$ cat src/asp_pkg.sv
package asp_pkg;

  // Register map, page 0 only
  localparam logic [7:0] REG_PAGE = 8'h00;
  localparam int NUM_CH = 3;
  // Index 0 = third channel, 1 = fourth, 2 = fifth
  localparam logic [7:0] CH_ADDR [NUM_CH] = '{8'h0D, 8'h0E, 8'h0F};
  localparam logic [7:0] CH_RESET [NUM_CH] = '{8'h02, 8'h03, 8'h04};

  // Field layout of a channel slot register
  localparam int CFG_W = 7;
  localparam int LINE_BIT = 6;
  localparam int SLOT_MSB = 5;
  localparam int HALF_BIT = 5;
  localparam logic LINE_PRIMARY = 1'b0;
  localparam logic [7:0] RSVD_MASK = 8'h7F;

  // Slot geometry: 64 slots of 32 bit clocks each
  localparam int WORD_BITS = 32;
  localparam int POS_W = 5;
  localparam logic [POS_W-1:0] POS_LAST = 5'h1F;
  localparam int CNT_W = 11;
  localparam int SLOT_LSB = 5;
  localparam int HALF_SLOT_MSB = 9;
  localparam logic [CNT_W-1:0] CNT_ZERO = 11'h000;
  localparam logic [CNT_W-1:0] CNT_ONE = 11'h001;
  localparam logic [CNT_W-1:0] CNT_LAST = 11'h7FF;

  typedef enum logic [2:0] {
    FMT_TDM = 3'h1,
    FMT_I2S = 3'h2,
    FMT_LEFT_JUST = 3'h4
  } asp_fmt_t;

endpackage

$ cat src/asp_slot_mapper.sv
`timescale 1ns/100ps
`default_nettype none

// Operation
// - Line select 0 primary pin, 1 secondary pin
// - TDM slot equals six-bit slot field
// - Other formats: 0-31 left, 32-63 right
// - Fourth resets to 3, third to 2
// - Fifth register at 0x0F, resets to 4
// - Third register at 0x0D, resets to 2
module asp_slot_mapper (
  // Clock and reset
  input wire logic clk_sys,
  input wire logic arst_n,
  // Register port
  input wire logic [7:0] regPage,
  input wire logic [7:0] regAddr,
  input wire logic [7:0] regWdata,
  input wire logic regWrEn,
  output var logic [7:0] regRdata,
  // Framing and samples
  input wire asp_pkg::asp_fmt_t frameFormat,
  input wire logic [asp_pkg::WORD_BITS-1:0] sampleCh3,
  input wire logic [asp_pkg::WORD_BITS-1:0] sampleCh4,
  input wire logic [asp_pkg::WORD_BITS-1:0] sampleCh5,
  // Serial link pins
  input wire logic bitClk,
  input wire logic frameSync,
  output var logic primaryOut,
  output var logic primaryOutEn_n,
  output var logic secondaryOut,
  output var logic secondaryOutEn_n
);

  logic [asp_pkg::CFG_W-1:0] slotCfg [asp_pkg::NUM_CH];
  logic [asp_pkg::WORD_BITS-1:0] sampleHold [asp_pkg::NUM_CH];
  wire logic [asp_pkg::WORD_BITS-1:0] sampleIn [asp_pkg::NUM_CH];
  wire logic [asp_pkg::NUM_CH-1:0] addrHit;
  wire logic [asp_pkg::NUM_CH-1:0] laneHitP;
  wire logic [asp_pkg::NUM_CH-1:0] laneHitS;
  wire logic [asp_pkg::NUM_CH-1:0] laneBit;
  logic [7:0] next_regRdata;

  logic [1:0] bclkSync;
  logic [1:0] fsSync;
  logic bclkPrev;
  logic fsLast;
  logic [asp_pkg::CNT_W-1:0] bitCnt;
  logic halfRight;
  logic skipBit;
  logic pendRight;
  logic active;

  wire logic pageHit;
  wire logic bclkRise;
  wire logic bclkFall;
  wire logic fsUp;
  wire logic fsDown;
  wire logic drvNow;
  wire logic loadNow;
  logic isTdm;
  logic halfStart;
  logic frameStart;
  logic next_halfRight;
  logic next_skip;

  assign sampleIn[0] = sampleCh3;
  assign sampleIn[1] = sampleCh4;
  assign sampleIn[2] = sampleCh5;
  assign pageHit = (regPage == asp_pkg::REG_PAGE);

  // Configuration registers
  genvar gi;
  generate
    for (gi = 0; gi < asp_pkg::NUM_CH; gi++) begin : g_ch
      assign addrHit[gi] = pageHit && (regAddr == asp_pkg::CH_ADDR[gi]);
      always_ff @(posedge clk_sys or negedge arst_n) begin
        if (!arst_n) begin
          slotCfg[gi] <= asp_pkg::CH_RESET[gi][asp_pkg::CFG_W-1:0];
        end else if (regWrEn && addrHit[gi]) begin
          slotCfg[gi] <= regWdata[asp_pkg::CFG_W-1:0];
        end
      end
      always_ff @(posedge clk_sys or negedge arst_n) begin
        if (!arst_n) begin
          sampleHold[gi] <= '0;
        end else if (loadNow) begin
          sampleHold[gi] <= sampleIn[gi];
        end
      end
      asp_slot_lane u_lane (
        .slotCfg(slotCfg[gi]),
        .isTdm(isTdm),
        .halfRight(halfRight),
        .bitCnt(bitCnt),
        .sample(sampleHold[gi]),
        .hitPrimary(laneHitP[gi]),
        .hitSecondary(laneHitS[gi]),
        .dataBit(laneBit[gi])
      );
    end
  endgenerate

  // Unmapped addresses read zero
  always_comb begin
    next_regRdata = 8'h00;
    for (int i = 0; i < asp_pkg::NUM_CH; i++) begin
      if (addrHit[i]) begin
        next_regRdata = {1'b0, slotCfg[i]} & asp_pkg::RSVD_MASK;
      end
    end
  end

  always_ff @(posedge clk_sys or negedge arst_n) begin
    if (!arst_n) begin
      regRdata <= 8'h00;
    end else begin
      regRdata <= next_regRdata;
    end
  end

  // Link pins cross in through two flops; edges found on the second
  always_ff @(posedge clk_sys or negedge arst_n) begin
    if (!arst_n) begin
      bclkSync <= 2'h0;
      fsSync <= 2'h0;
      bclkPrev <= 1'b0;
    end else begin
      bclkSync <= {bclkSync[0], bitClk};
      fsSync <= {fsSync[0], frameSync};
      bclkPrev <= bclkSync[1];
    end
  end

  assign bclkRise = bclkSync[1] && !bclkPrev;
  assign bclkFall = !bclkSync[1] && bclkPrev;
  assign fsUp = bclkRise && fsSync[1] && !fsLast;
  assign fsDown = bclkRise && !fsSync[1] && fsLast;

  // Frame sync sampled on bit clock rising edges decides halves
  always_comb begin
    isTdm = 1'b0;
    halfStart = 1'b0;
    frameStart = 1'b0;
    next_halfRight = 1'b0;
    next_skip = 1'b0;
    unique case (frameFormat)
      asp_pkg::FMT_TDM: begin
        isTdm = 1'b1;
        halfStart = fsUp;
        frameStart = fsUp;
      end
      asp_pkg::FMT_I2S: begin
        halfStart = fsUp || fsDown;
        frameStart = fsDown;
        next_halfRight = fsUp;
        next_skip = 1'b1;
      end
      asp_pkg::FMT_LEFT_JUST: begin
        halfStart = fsUp || fsDown;
        frameStart = fsUp;
        next_halfRight = fsDown;
      end
      default: begin
        halfStart = 1'b0;
      end
    endcase
  end

  // I2S data lags its sync edge by one bit clock; the old half keeps its
  // count until the next fall so the last bit of its last slot still goes out
  always_ff @(posedge clk_sys or negedge arst_n) begin
    if (!arst_n) begin
      fsLast <= 1'b0;
      bitCnt <= asp_pkg::CNT_ZERO;
      halfRight <= 1'b0;
      skipBit <= 1'b0;
      pendRight <= 1'b0;
      active <= 1'b0;
    end else if (bclkRise) begin
      fsLast <= fsSync[1];
      skipBit <= halfStart && next_skip;
      pendRight <= next_halfRight;
      if (halfStart && !next_skip) begin
        bitCnt <= asp_pkg::CNT_ZERO;
        halfRight <= next_halfRight;
        active <= 1'b1;
      end
    end else if (bclkFall && skipBit) begin
      skipBit <= 1'b0;
      bitCnt <= asp_pkg::CNT_ZERO;
      halfRight <= pendRight;
      active <= 1'b1;
    end else if (bclkFall && active) begin
      if (bitCnt == asp_pkg::CNT_LAST) begin
        active <= 1'b0;
      end else begin
        bitCnt <= bitCnt + asp_pkg::CNT_ONE;
      end
    end
  end

  // Carried bit only when the old half ended on a slot boundary
  assign drvNow = bclkFall && active
                && (!skipBit || (bitCnt[asp_pkg::POS_W-1:0] == asp_pkg::POS_LAST));
  assign loadNow = (frameStart && !next_skip) || (bclkFall && skipBit && !pendRight);

  // Pins change on bit clock falling edges so the host samples on rising
  always_ff @(posedge clk_sys or negedge arst_n) begin
    if (!arst_n) begin
      primaryOut <= 1'b0;
      primaryOutEn_n <= 1'b1;
      secondaryOut <= 1'b0;
      secondaryOutEn_n <= 1'b1;
    end else if (drvNow) begin
      primaryOut <= |(laneHitP & laneBit);
      primaryOutEn_n <= ~|laneHitP;
      secondaryOut <= |(laneHitS & laneBit);
      secondaryOutEn_n <= ~|laneHitS;
    end else if (bclkFall) begin
      primaryOut <= 1'b0;
      primaryOutEn_n <= 1'b1;
      secondaryOut <= 1'b0;
      secondaryOutEn_n <= 1'b1;
    end
  end

  // Checks
  logic [asp_pkg::NUM_CH-1:0] written;
  always_ff @(posedge clk_sys or negedge arst_n) begin
    if (!arst_n) begin
      written <= '0;
    end else begin
      written <= written | (addrHit & {asp_pkg::NUM_CH{regWrEn}});
    end
  end
endmodule

`default_nettype wire

$ cat src/asp_slot_lane.sv
`timescale 1ns/100ps
`default_nettype none

module asp_slot_lane (
  // Channel configuration
  input wire logic [asp_pkg::CFG_W-1:0] slotCfg,
  input wire logic isTdm,
  // Position in the frame
  input wire logic halfRight,
  input wire logic [asp_pkg::CNT_W-1:0] bitCnt,
  // Held sample, MSB first
  input wire logic [asp_pkg::WORD_BITS-1:0] sample,
  // Lane results
  output wire logic hitPrimary,
  output wire logic hitSecondary,
  output wire logic dataBit
);

  wire logic [asp_pkg::SLOT_MSB:0] tdmSlot;
  wire logic [asp_pkg::HALF_SLOT_MSB-asp_pkg::SLOT_LSB:0] halfSlot;
  wire logic [asp_pkg::POS_W-1:0] bitPos;
  wire logic tdmHit;
  wire logic halfHit;
  wire logic slotHit;

  assign tdmSlot = bitCnt[asp_pkg::CNT_W-1:asp_pkg::SLOT_LSB];
  assign halfSlot = bitCnt[asp_pkg::HALF_SLOT_MSB:asp_pkg::SLOT_LSB];
  assign bitPos = bitCnt[asp_pkg::POS_W-1:0];
  assign tdmHit = (tdmSlot == slotCfg[asp_pkg::SLOT_MSB:0]);
  // Upper half of the field picks the right half; only 32 slots per half
  assign halfHit = !bitCnt[asp_pkg::CNT_W-1]
                 && (slotCfg[asp_pkg::HALF_BIT] == halfRight)
                 && (halfSlot == slotCfg[asp_pkg::HALF_BIT-1:0]);
  assign slotHit = isTdm ? tdmHit : halfHit;
  assign hitPrimary = slotHit && (slotCfg[asp_pkg::LINE_BIT] == asp_pkg::LINE_PRIMARY);
  assign hitSecondary = slotHit && (slotCfg[asp_pkg::LINE_BIT] != asp_pkg::LINE_PRIMARY);
  assign dataBit = sample[~bitPos];

endmodule

`default_nettype wire

$ cat config.mk
export PLATFORM = sky130hd
export DESIGN_NAME = asp_slot_mapper
export DESIGN_NICKNAME = d
export VERILOG_FILES = /design/src/asp_pkg.sv /design/src/asp_slot_mapper.sv /design/src/asp_slot_lane.sv
export SDC_FILE = /design/constraint.sdc
export NUM_CORES = 1
export LEC_CHECK = 0
export ABC_AREA = 1
export ABC_CLOCK_PERIOD_IN_PS = 2200
export BUFFER_PORTS_ARGS = -buffer_cell sky130_fd_sc_hd__buf_4
export CORE_UTILIZATION = 35
export CTS_CLUSTER_SIZE = 20
export DETAILED_ROUTE_END_ITERATION = 7
export HOLD_SLACK_MARGIN = 0.05
export PLACE_DENSITY = 0.6
export SKIP_LAST_GASP = 1
export SLEW_MARGIN = 20
export SYNTH_ARGS = -nofsm -noshare
export SYNTH_HDL_FRONTEND = slang
export SYNTH_SLANG_ARGS = --single-unit
$ cat constraint.sdc
create_clock -name clk_sys -period 2.2 [get_ports clk_sys]
set_input_delay 0.11 -clock clk_sys [delete_from_list [all_inputs] [get_ports clk_sys]]
set_output_delay 0.11 -clock clk_sys [all_outputs]
set_load 0.01 [all_outputs]
==> results of run 1 <==
[stage by stage]
stage	instance area [µm²]	instances	worst slack [ns]
6_report	10600	1530	0.283
5_1_grt	10600	1530	0.110
4_1_cts	10600	1530	0.289
3_5_place_dp	8920	1392	0.311
3_3_place_gp	8920	1392	0.367
2_1_floorplan	7600	1009	0.626
[sequential cells by signal, summed over array words and instances (netlist names)]
| register | cells |
|---|---|
| secondaryOut | 1 |
| sampleHold | 96 |
| active | 1 |
| primaryOutEn_n | 1 |
| bclkPrev | 1 |
| halfRight | 1 |
| slotCfg | 21 |
| secondaryOutEn_n | 1 |
| fsLast | 1 |
| regRdata | 7 |
| primaryOut | 1 |
| bclkSync | 2 |
| pendRight | 1 |
| bitCnt | 11 |
| fsSync | 2 |
| skipBit | 1 |
[metal layers]
layer	vias up	global-route usage, %	wire (µm)
met4	0	6.22	384
met1	3383	26.6	10000
met5	-	0	0
met3	28	3.64	674
li1	3680	-	-
met2	140	32.9	10000
[layout make-up]
type                    count  share of cell area (%)
inverters                  91                    3.25
clock buffers              22                    4.48
flip-flops and latches    149                    35.3
multi-input cells         718                    30.4
repair buffers            265                    22.2
well taps                 275                    3.25
clock inverters            10                    1.15
[synth_stat cells, drive strengths merged (3+ instances only)]
master / instances
a21oi: 32
nor4: 3
dfstp: 6
nand2: 365
nand4: 5
buf: 31
dfrtp: 143
nand3: 83
nor3: 3
xnor2: 5
inv: 91
o21ai: 140
clkbuf: 20
xor2: 3
nor2: 69
[worst min-delay path by stage]
stage                        to  slack (ns)  cells past startpoint
finish              slotCfg[15]        0.14                      4
global route        slotCfg[15]        0.15                      3
CTS                 slotCfg[15]        0.11                      4
detailed placement  regRdata[1]        0.14                      1
global placement    regRdata[0]        0.14                      1
floorplan                active       -0.19                      0
[report_power, final]
part | switching, mW | leakage (nW) | internal [mW]
sequential | 0.312 | 1.88 | 3.47
combinational | 1.59 | 3.02 | 1.10
clock | 1.18 | 0.279 | 1.77
[worst max-delay path: stages, from the launching register on]
cell	delay [ns]
dfrtp_2	0.41
ha_1	0.19
inv_1	0.07
nor3_2	0.28
nand4_1	0.18
nand2_1	0.22
nand2_1	0.21
nand3_1	0.14
a21oi_1	0.08
[cell families (layout without fill, tap and decap cells)]
| logic type | count (synthesis) | after routing |
|---|---|---|
| compound gates | 178 | 178 |
| flops | 149 | 149 |
| buf+inv | 142 | 388 |
| fa+ha+maj | 2 | 2 |
| simple gates | 529 | 529 |
| xor+xnor | 8 | 8 |
| other cells | 1 | 1 |
[timing repair]
item / CTS / global route
hold endpoints to repair: 175 / 0
hold buffers: 106 / 0
buffers inserted: 0 / 0
==> results.yml, run 1 <==
detailed_routing:
  first_iter_violations: 380
  antenna_violating_nets_post_route: 0
  routed_wire_length_per_instance_um: 13.8
  dr.pass1.iters: 4
  drc: 0
  total_wire_length_um: 21100
  avgViaCountPerCell: 4.73
  routed_via_count: 7231
synth:
  synthArstFlopShare_pct: 100
  synth_top_family_by_area: "simple AND/OR/NAND/NOR gates"
  synth-compound-area-share_pct: 11.9
  synth_enable_flop_cells: 0
  synth_largest_type_area_fraction_pct: 47.1
  post_synth_num_cell_types: 34
  postSynthRegisterBits: 149
  netlist_top_cells_area: "dfrtp_1, nand2_1, o21ai_0"
  synth-simple-area-share_pct: 29.0
  post_synth_instance_area_um2: 7600
  multiplexer_share_of_the_synthesized_area_pct: 0
  post_synthesis_sequential_area_ratio_pct: 49.2
  synth-xor-area-share_pct: 0.922
  synthDominantAreaCellType: "dfrtp_1"
  number_of_standard_cells_after_synthesis: 1009
  synth_warnings: 0
  post_synth.cell_area_avg_um2: 7.53
  synth_fa_ha_area_share_pct: 0.329
  synth-main-ff-cell: "dfrtp_1"
  syn-num-nets: 1139
critical_path:
  critical_path_class: "reg -> reg"
  worst_r2r_startpoint: "bitCnt[0]"
  cp_data_required_time_ns: 2.50
  max_fanout_on_critical_path: 8
  endpoint_of_the_most_critical_register_to_register_path: "bitCnt[7]"
  setup.worst_path.end_class: "flop"
  timing.reg2reg.setup_slack_ns: 0.28
  cp_data_arrival_time_ns: 2.22
  critPathLaunchType: "flop"
  timing.critical_path.from: "bitCnt[0]"
  timing.reg2reg.worst_path_depth: 8
  setup.worst_path.end: "bitCnt[7]"
layout:
  final_util_pct: 50.0
  finalNetCount: 1372
  fill_cells: 1988
  flow.area_growth_from_synthesis_pct: 39.2
  diodes: 0
  multiInputGateArea_um2: 3210
  drive_gt1_share_pct: 17.3
  mostFrequentLayoutCells: "nand2_1, buf_4, dfrtp_1"
  area_taken_by_flip_flops_and_latches_um2: 3740
  layout.cells.most_common: "nand2_1"
sta:
  clock_skew_ns: 0.00869
  post-route-min-period_ns: 1.92
  worst_slew_margin_rel_pct: 59.9
  timing_worst_slew_pin_value_ns: 0.601
  hold_viol_final: 0
  fin_tns_setup_ns: 0
  final-setup-viol-count: 0
  grt_setup_unrepaired: "false"
  achievable-frequency_mhz: 522
  final.hold.worst_slack_ns: 0.137
  min_period_over_period_pct: 87.1
  finalMaxSlewViolations: 0
die:
  initial_core_util_pct: 35.9
  die_height_um: 149
  die_width_um: 149
  core_region_area_um2: 21200
  die_outline_area_um2: 22300
  rows: 53
  io-pin-count: 140
global_routing:
  global_route.overflow_total: 0
  grt_pass1_wl_um: 34800
  grt_antenna_before_repair: 0
  gr-usage-all-layers_pct: 20.0
  grt_max_degree: 62
  first_global_vias: 7101
clocking:
  clock_tree_from_tritoncts: "done"
  max-clock-path-buffers: 2
  insertion_delay_of_the_later_clocked_pin_in_the_worst_skew_pair_ns: 0.43
  cts_htree_levels: 4
  cts_sinks: 149
  clkTransAtPathRegs_ns: 0.06
  clock_tree.root_cell: "clkbuf_16"
  post_cts.resized_instances: 0
  cts_made_buffers: 17
power_and_ir_drop:
  power_density_nw_per_um2: 890
  report.power.total_mw: 9.42
  ir_drop_mv: 0.498
  static-leakage-power_nw: 5.17
hold_path:
  hp_start: "regWrEn"
  hold_path.class: "in -> reg"
placed_design:
  portBuffers: 137
  finalWeightedCongestion: 0.797
  dp_hpwl_um: 13800
job:
  count_of_maximum_capacitance_violations: 0
status:
  run_status: "completed"
Power figures use the tool's default switching activity.
==> run 2, diff against run 1 <==
- ABC_AREA: 1 -> not set
- ABC_CLOCK_PERIOD_IN_PS: 2200 -> 2400
- PLACE_DENSITY: 0.6 -> 0.61
- TNS_END_PERCENT: not set -> 20
- clock period: 2.2 -> 2.4 ns (I/O delays scaled with it)
==> run 2 against run 1 <==
Against the previous run:
- sequential cell count is the same
- clock power shrank 2%
- largest cell class unchanged
- count of clock-buffer cells in the layout shrank 2
- combinational power shrank 24%
- hold slack lost 0.037 ns
- critical path type unchanged
- synthesized cell count shrank 46%
- highest routed layer unchanged
- synthesized area shrank 5.5%
- die area shrank 5.5%
==> results.yml, run 2 <==
detailed_routing:
  total_wire_length_um: 18600
  wl_met2_um: 9240
  highest_layer: "met4"
  dr.pass1.iters: 5
  routed_wire_length_per_instance_um: 17.2
  first_iter_violations: 279
  routed_via_count: 5379
  avgViaCountPerCell: 4.98
  drc: 0
  antenna_violating_nets_post_route: 0
  detailroute.wirelength.met3_um: 931
  wl_met1_um: 8090
hold_path:
  hold_end: "pendRight"
  hp_start: "frameFormat[1]"
  worstHoldPathCells: 3
  hold_path.class: "in -> reg"
die:
  die_outline_area_um2: 21100
  die_height_um: 145
  core_region_area_um2: 20200
  initial_core_util_pct: 35.6
  io-pin-count: 140
  die_width_um: 145
  rows: 52
critical_path:
  timing.critical_path.from: "bitCnt[0]"
  critical-path-max-stage-delay_ns: 0.56
  critPathLaunchType: "flop"
  endpoint_of_the_most_critical_register_to_register_path: "primaryOut"
  timing.reg2reg.worst_path_depth: 6
  cp_data_required_time_ns: 2.69
  slowest_cell_on_crit_path: "mux4_2"
  crit_path_cell_trace: "buf_4, mux4_2, o21ai_0, o22ai_1, a32oi_1, o221ai_1"
  cp_data_arrival_time_ns: 2.53
  setup.worst_path.end_class: "flop"
  max_fanout_on_critical_path: 22
  timing.reg2reg.setup_slack_ns: 0.17
  critical_path_class: "reg -> reg"
  worst_r2r_startpoint: "bitCnt[0]"
sta:
  final.hold.worst_slack_ns: 0.0995
  finalMaxSlewViolations: 0
  fin_tns_setup_ns: 0
  min_period_over_period_pct: 93.0
  worst_slew_margin_rel_pct: 56.2
  final-setup-viol-count: 0
  grt_setup_unrepaired: "false"
  clock_skew_ns: 0.00734
  achievable-frequency_mhz: 448
  hold_viol_final: 0
  post-route-min-period_ns: 2.23
  timing_worst_slew_pin_value_ns: 0.657
clocking:
  cts_htree_levels: 4
  cts_made_buffers: 17
  clock_tree_from_tritoncts: "done"
  cts_sinks: 149
  clkTransAtPathRegs_ns: 0.06
  post_cts.resized_instances: 0
  max-clock-path-buffers: 2
  clock_tree.root_cell: "clkbuf_16"
  insertion_delay_of_the_later_clocked_pin_in_the_worst_skew_pair_ns: 0.42
layout:
  fill_cells: 1732
  mostFrequentLayoutCells: "buf_4, dfrtp_1, mux2_2"
  area_taken_by_flip_flops_and_latches_um2: 3740
  registers.top_by_ff_count: "sampleHold"
  drive_gt1_share_pct: 41.4
  layout.cells.most_common: "buf_4"
  multiInputGateArea_um2: 3160
  top_regs: "sampleHold (96), slotCfg (21), bitCnt (11)"
  largest_register_ffs: 96
  flow.area_growth_from_synthesis_pct: 43.3
  finalNetCount: 926
synth:
  netlist_top_cells_area: "dfrtp_1, mux2_2, mux4_2"
  syn-num-nets: 678
  synth_warnings: 0
  synthArstFlopShare_pct: 100
  synth_largest_type_area_fraction_pct: 49.9
  synth.cells.most_frequent: "dfrtp_1, mux2_2, mux2i_1, nand2_1"
  number_of_standard_cells_after_synthesis: 548
  synth-main-ff-cell: "dfrtp_1"
  post_synth_num_cell_types: 61
  post_synth_instance_area_um2: 7180
  synth_enable_flop_cells: 0
  post_synthesis_sequential_area_ratio_pct: 52.1
  synthDominantAreaCellType: "dfrtp_1"
  post_synth.cell_area_avg_um2: 13.1
  yosysMostFrequentCell: "dfrtp_1"
  postSynthRegisterBits: 149
global_routing:
  first_global_vias: 5931
  grt_pass1_wl_um: 31000
  grt_antenna_before_repair: 1
  global_route.overflow_total: 0
  grt_max_degree: 68
  gr-usage-all-layers_pct: 18.7
job:
  count_of_maximum_capacitance_violations: 0
placed_design:
  portBuffers: 137
  finalWeightedCongestion: 0.812
  dp_hpwl_um: 12800
power_and_ir_drop:
  clockPowerShare_pct: 34.0
  swShare_pct: 26.9
  power.switching_mw: 2.28
  static-leakage-power_nw: 4.68
  comb_power_share_pct: 24.2
  power_density_nw_per_um2: 825
  internal_pwr_total_mw: 6.20
  ir_drop_mv: 0.473
  share_of_power_burned_in_registers_pct: 41.8
status:
  run_status: "completed"
[run 2: cell count changes in the layout (fill, tap and decap cells not counted), sizes merged, moves of 7 or more]
cell,change
nand2,-346
o21ai,-127
mux2,+124
inv,-72
nand3,-72
nor2,-56
mux2i,+22
a21oi,-20
mux4,+10
xnor2,+10
a221oi,+7
a222oi,+7
nor2b,+7
[run 2: through the flow]
step | power, mW | utilization, % | cell area (µm²) | cells | setup WS (ns)
detailed placement | 5.51 | 42.5 | 8580 | 940 | 0.188
finish | 8.49 | 51.0 | 10300 | 1080 | 0.168
global placement | 5.41 | 42.5 | 8580 | 940 | 0.218
floorplan | 4.79 | - | 7180 | 548 | 0.412
global route | 8.91 | 51.0 | 10300 | 1080 | 0.0224
CTS | 8.55 | 51.0 | 10300 | 1079 | 0.188
[run 2: worst max-delay path, delay by kind of cell (launching register included)]
kind / cells / cell delay [ns]
AOI/OAI and AO/OA: 4 / 0.72
muxes: 1 / 0.56
DFF: 1 / 0.44
buffers and inverters: 1 / 0.37
[run 2: cell type report]
type / instances / share of cell area (%)
Multi-Input combinational cell: 348 / 30.7
Sequential cell: 149 / 36.3
Tap cell: 270 / 3.28
Antenna cell: 1 / 0.0243
Timing Repair Buffer: 264 / 22.9
Clock buffer: 20 / 4.34
Clock inverter: 12 / 1.86
Inverter: 16 / 0.584
[run 2: how the worst max path moves through the flow]
stage,endpoint,slack (ns)
after floorplan,secondaryOut,0.41
after global placement,primaryOut,0.22
after detailed placement,primaryOut,0.19
after CTS,primaryOut,0.19
after global routing,primaryOut,0.02
final,primaryOut,0.17
[run 2: logic make-up (layout without fill, tap and decap cells)]
kind of cell,count (synthesis),after routing,synth area share [%]
flops,149,149,52.1
mux,156,156,25.7
fa+ha+maj,2,2,0.349
other cells,1,2,0.0523
xor+xnor,23,23,2.81
buf+inv,51,312,4.04
compound gates,77,77,8.23
simple gates,89,89,6.80
[run 2: routing by layer]
metal  GRT usage, %  vias to the layer above
li1               -                     2514
met1           23.0                     2674
met2           32.0                      160
met3           4.50                       31
met4           6.16                        0
met5              0                        -
[run 2: power by group through the flow]
stage	logic (mW)	registers, mW	clock network (mW)
after detailed placement	1.92	3.58	0
after global routing	2.22	3.63	3.06
after floorplan	1.36	3.42	0
final	2.05	3.54	2.89
after global placement	1.87	3.54	0
after CTS	2.07	3.54	2.95
[run 2: what timing repair did]
| item | 4_1_cts | 5_1_grt |
|---|---|---|
| hold buffers | 107 | 0 |
| hold endpoints to repair | 180 | 0 |
| setup endpoints to repair | 0 | 0 |
| setup buffers | 0 | 0 |
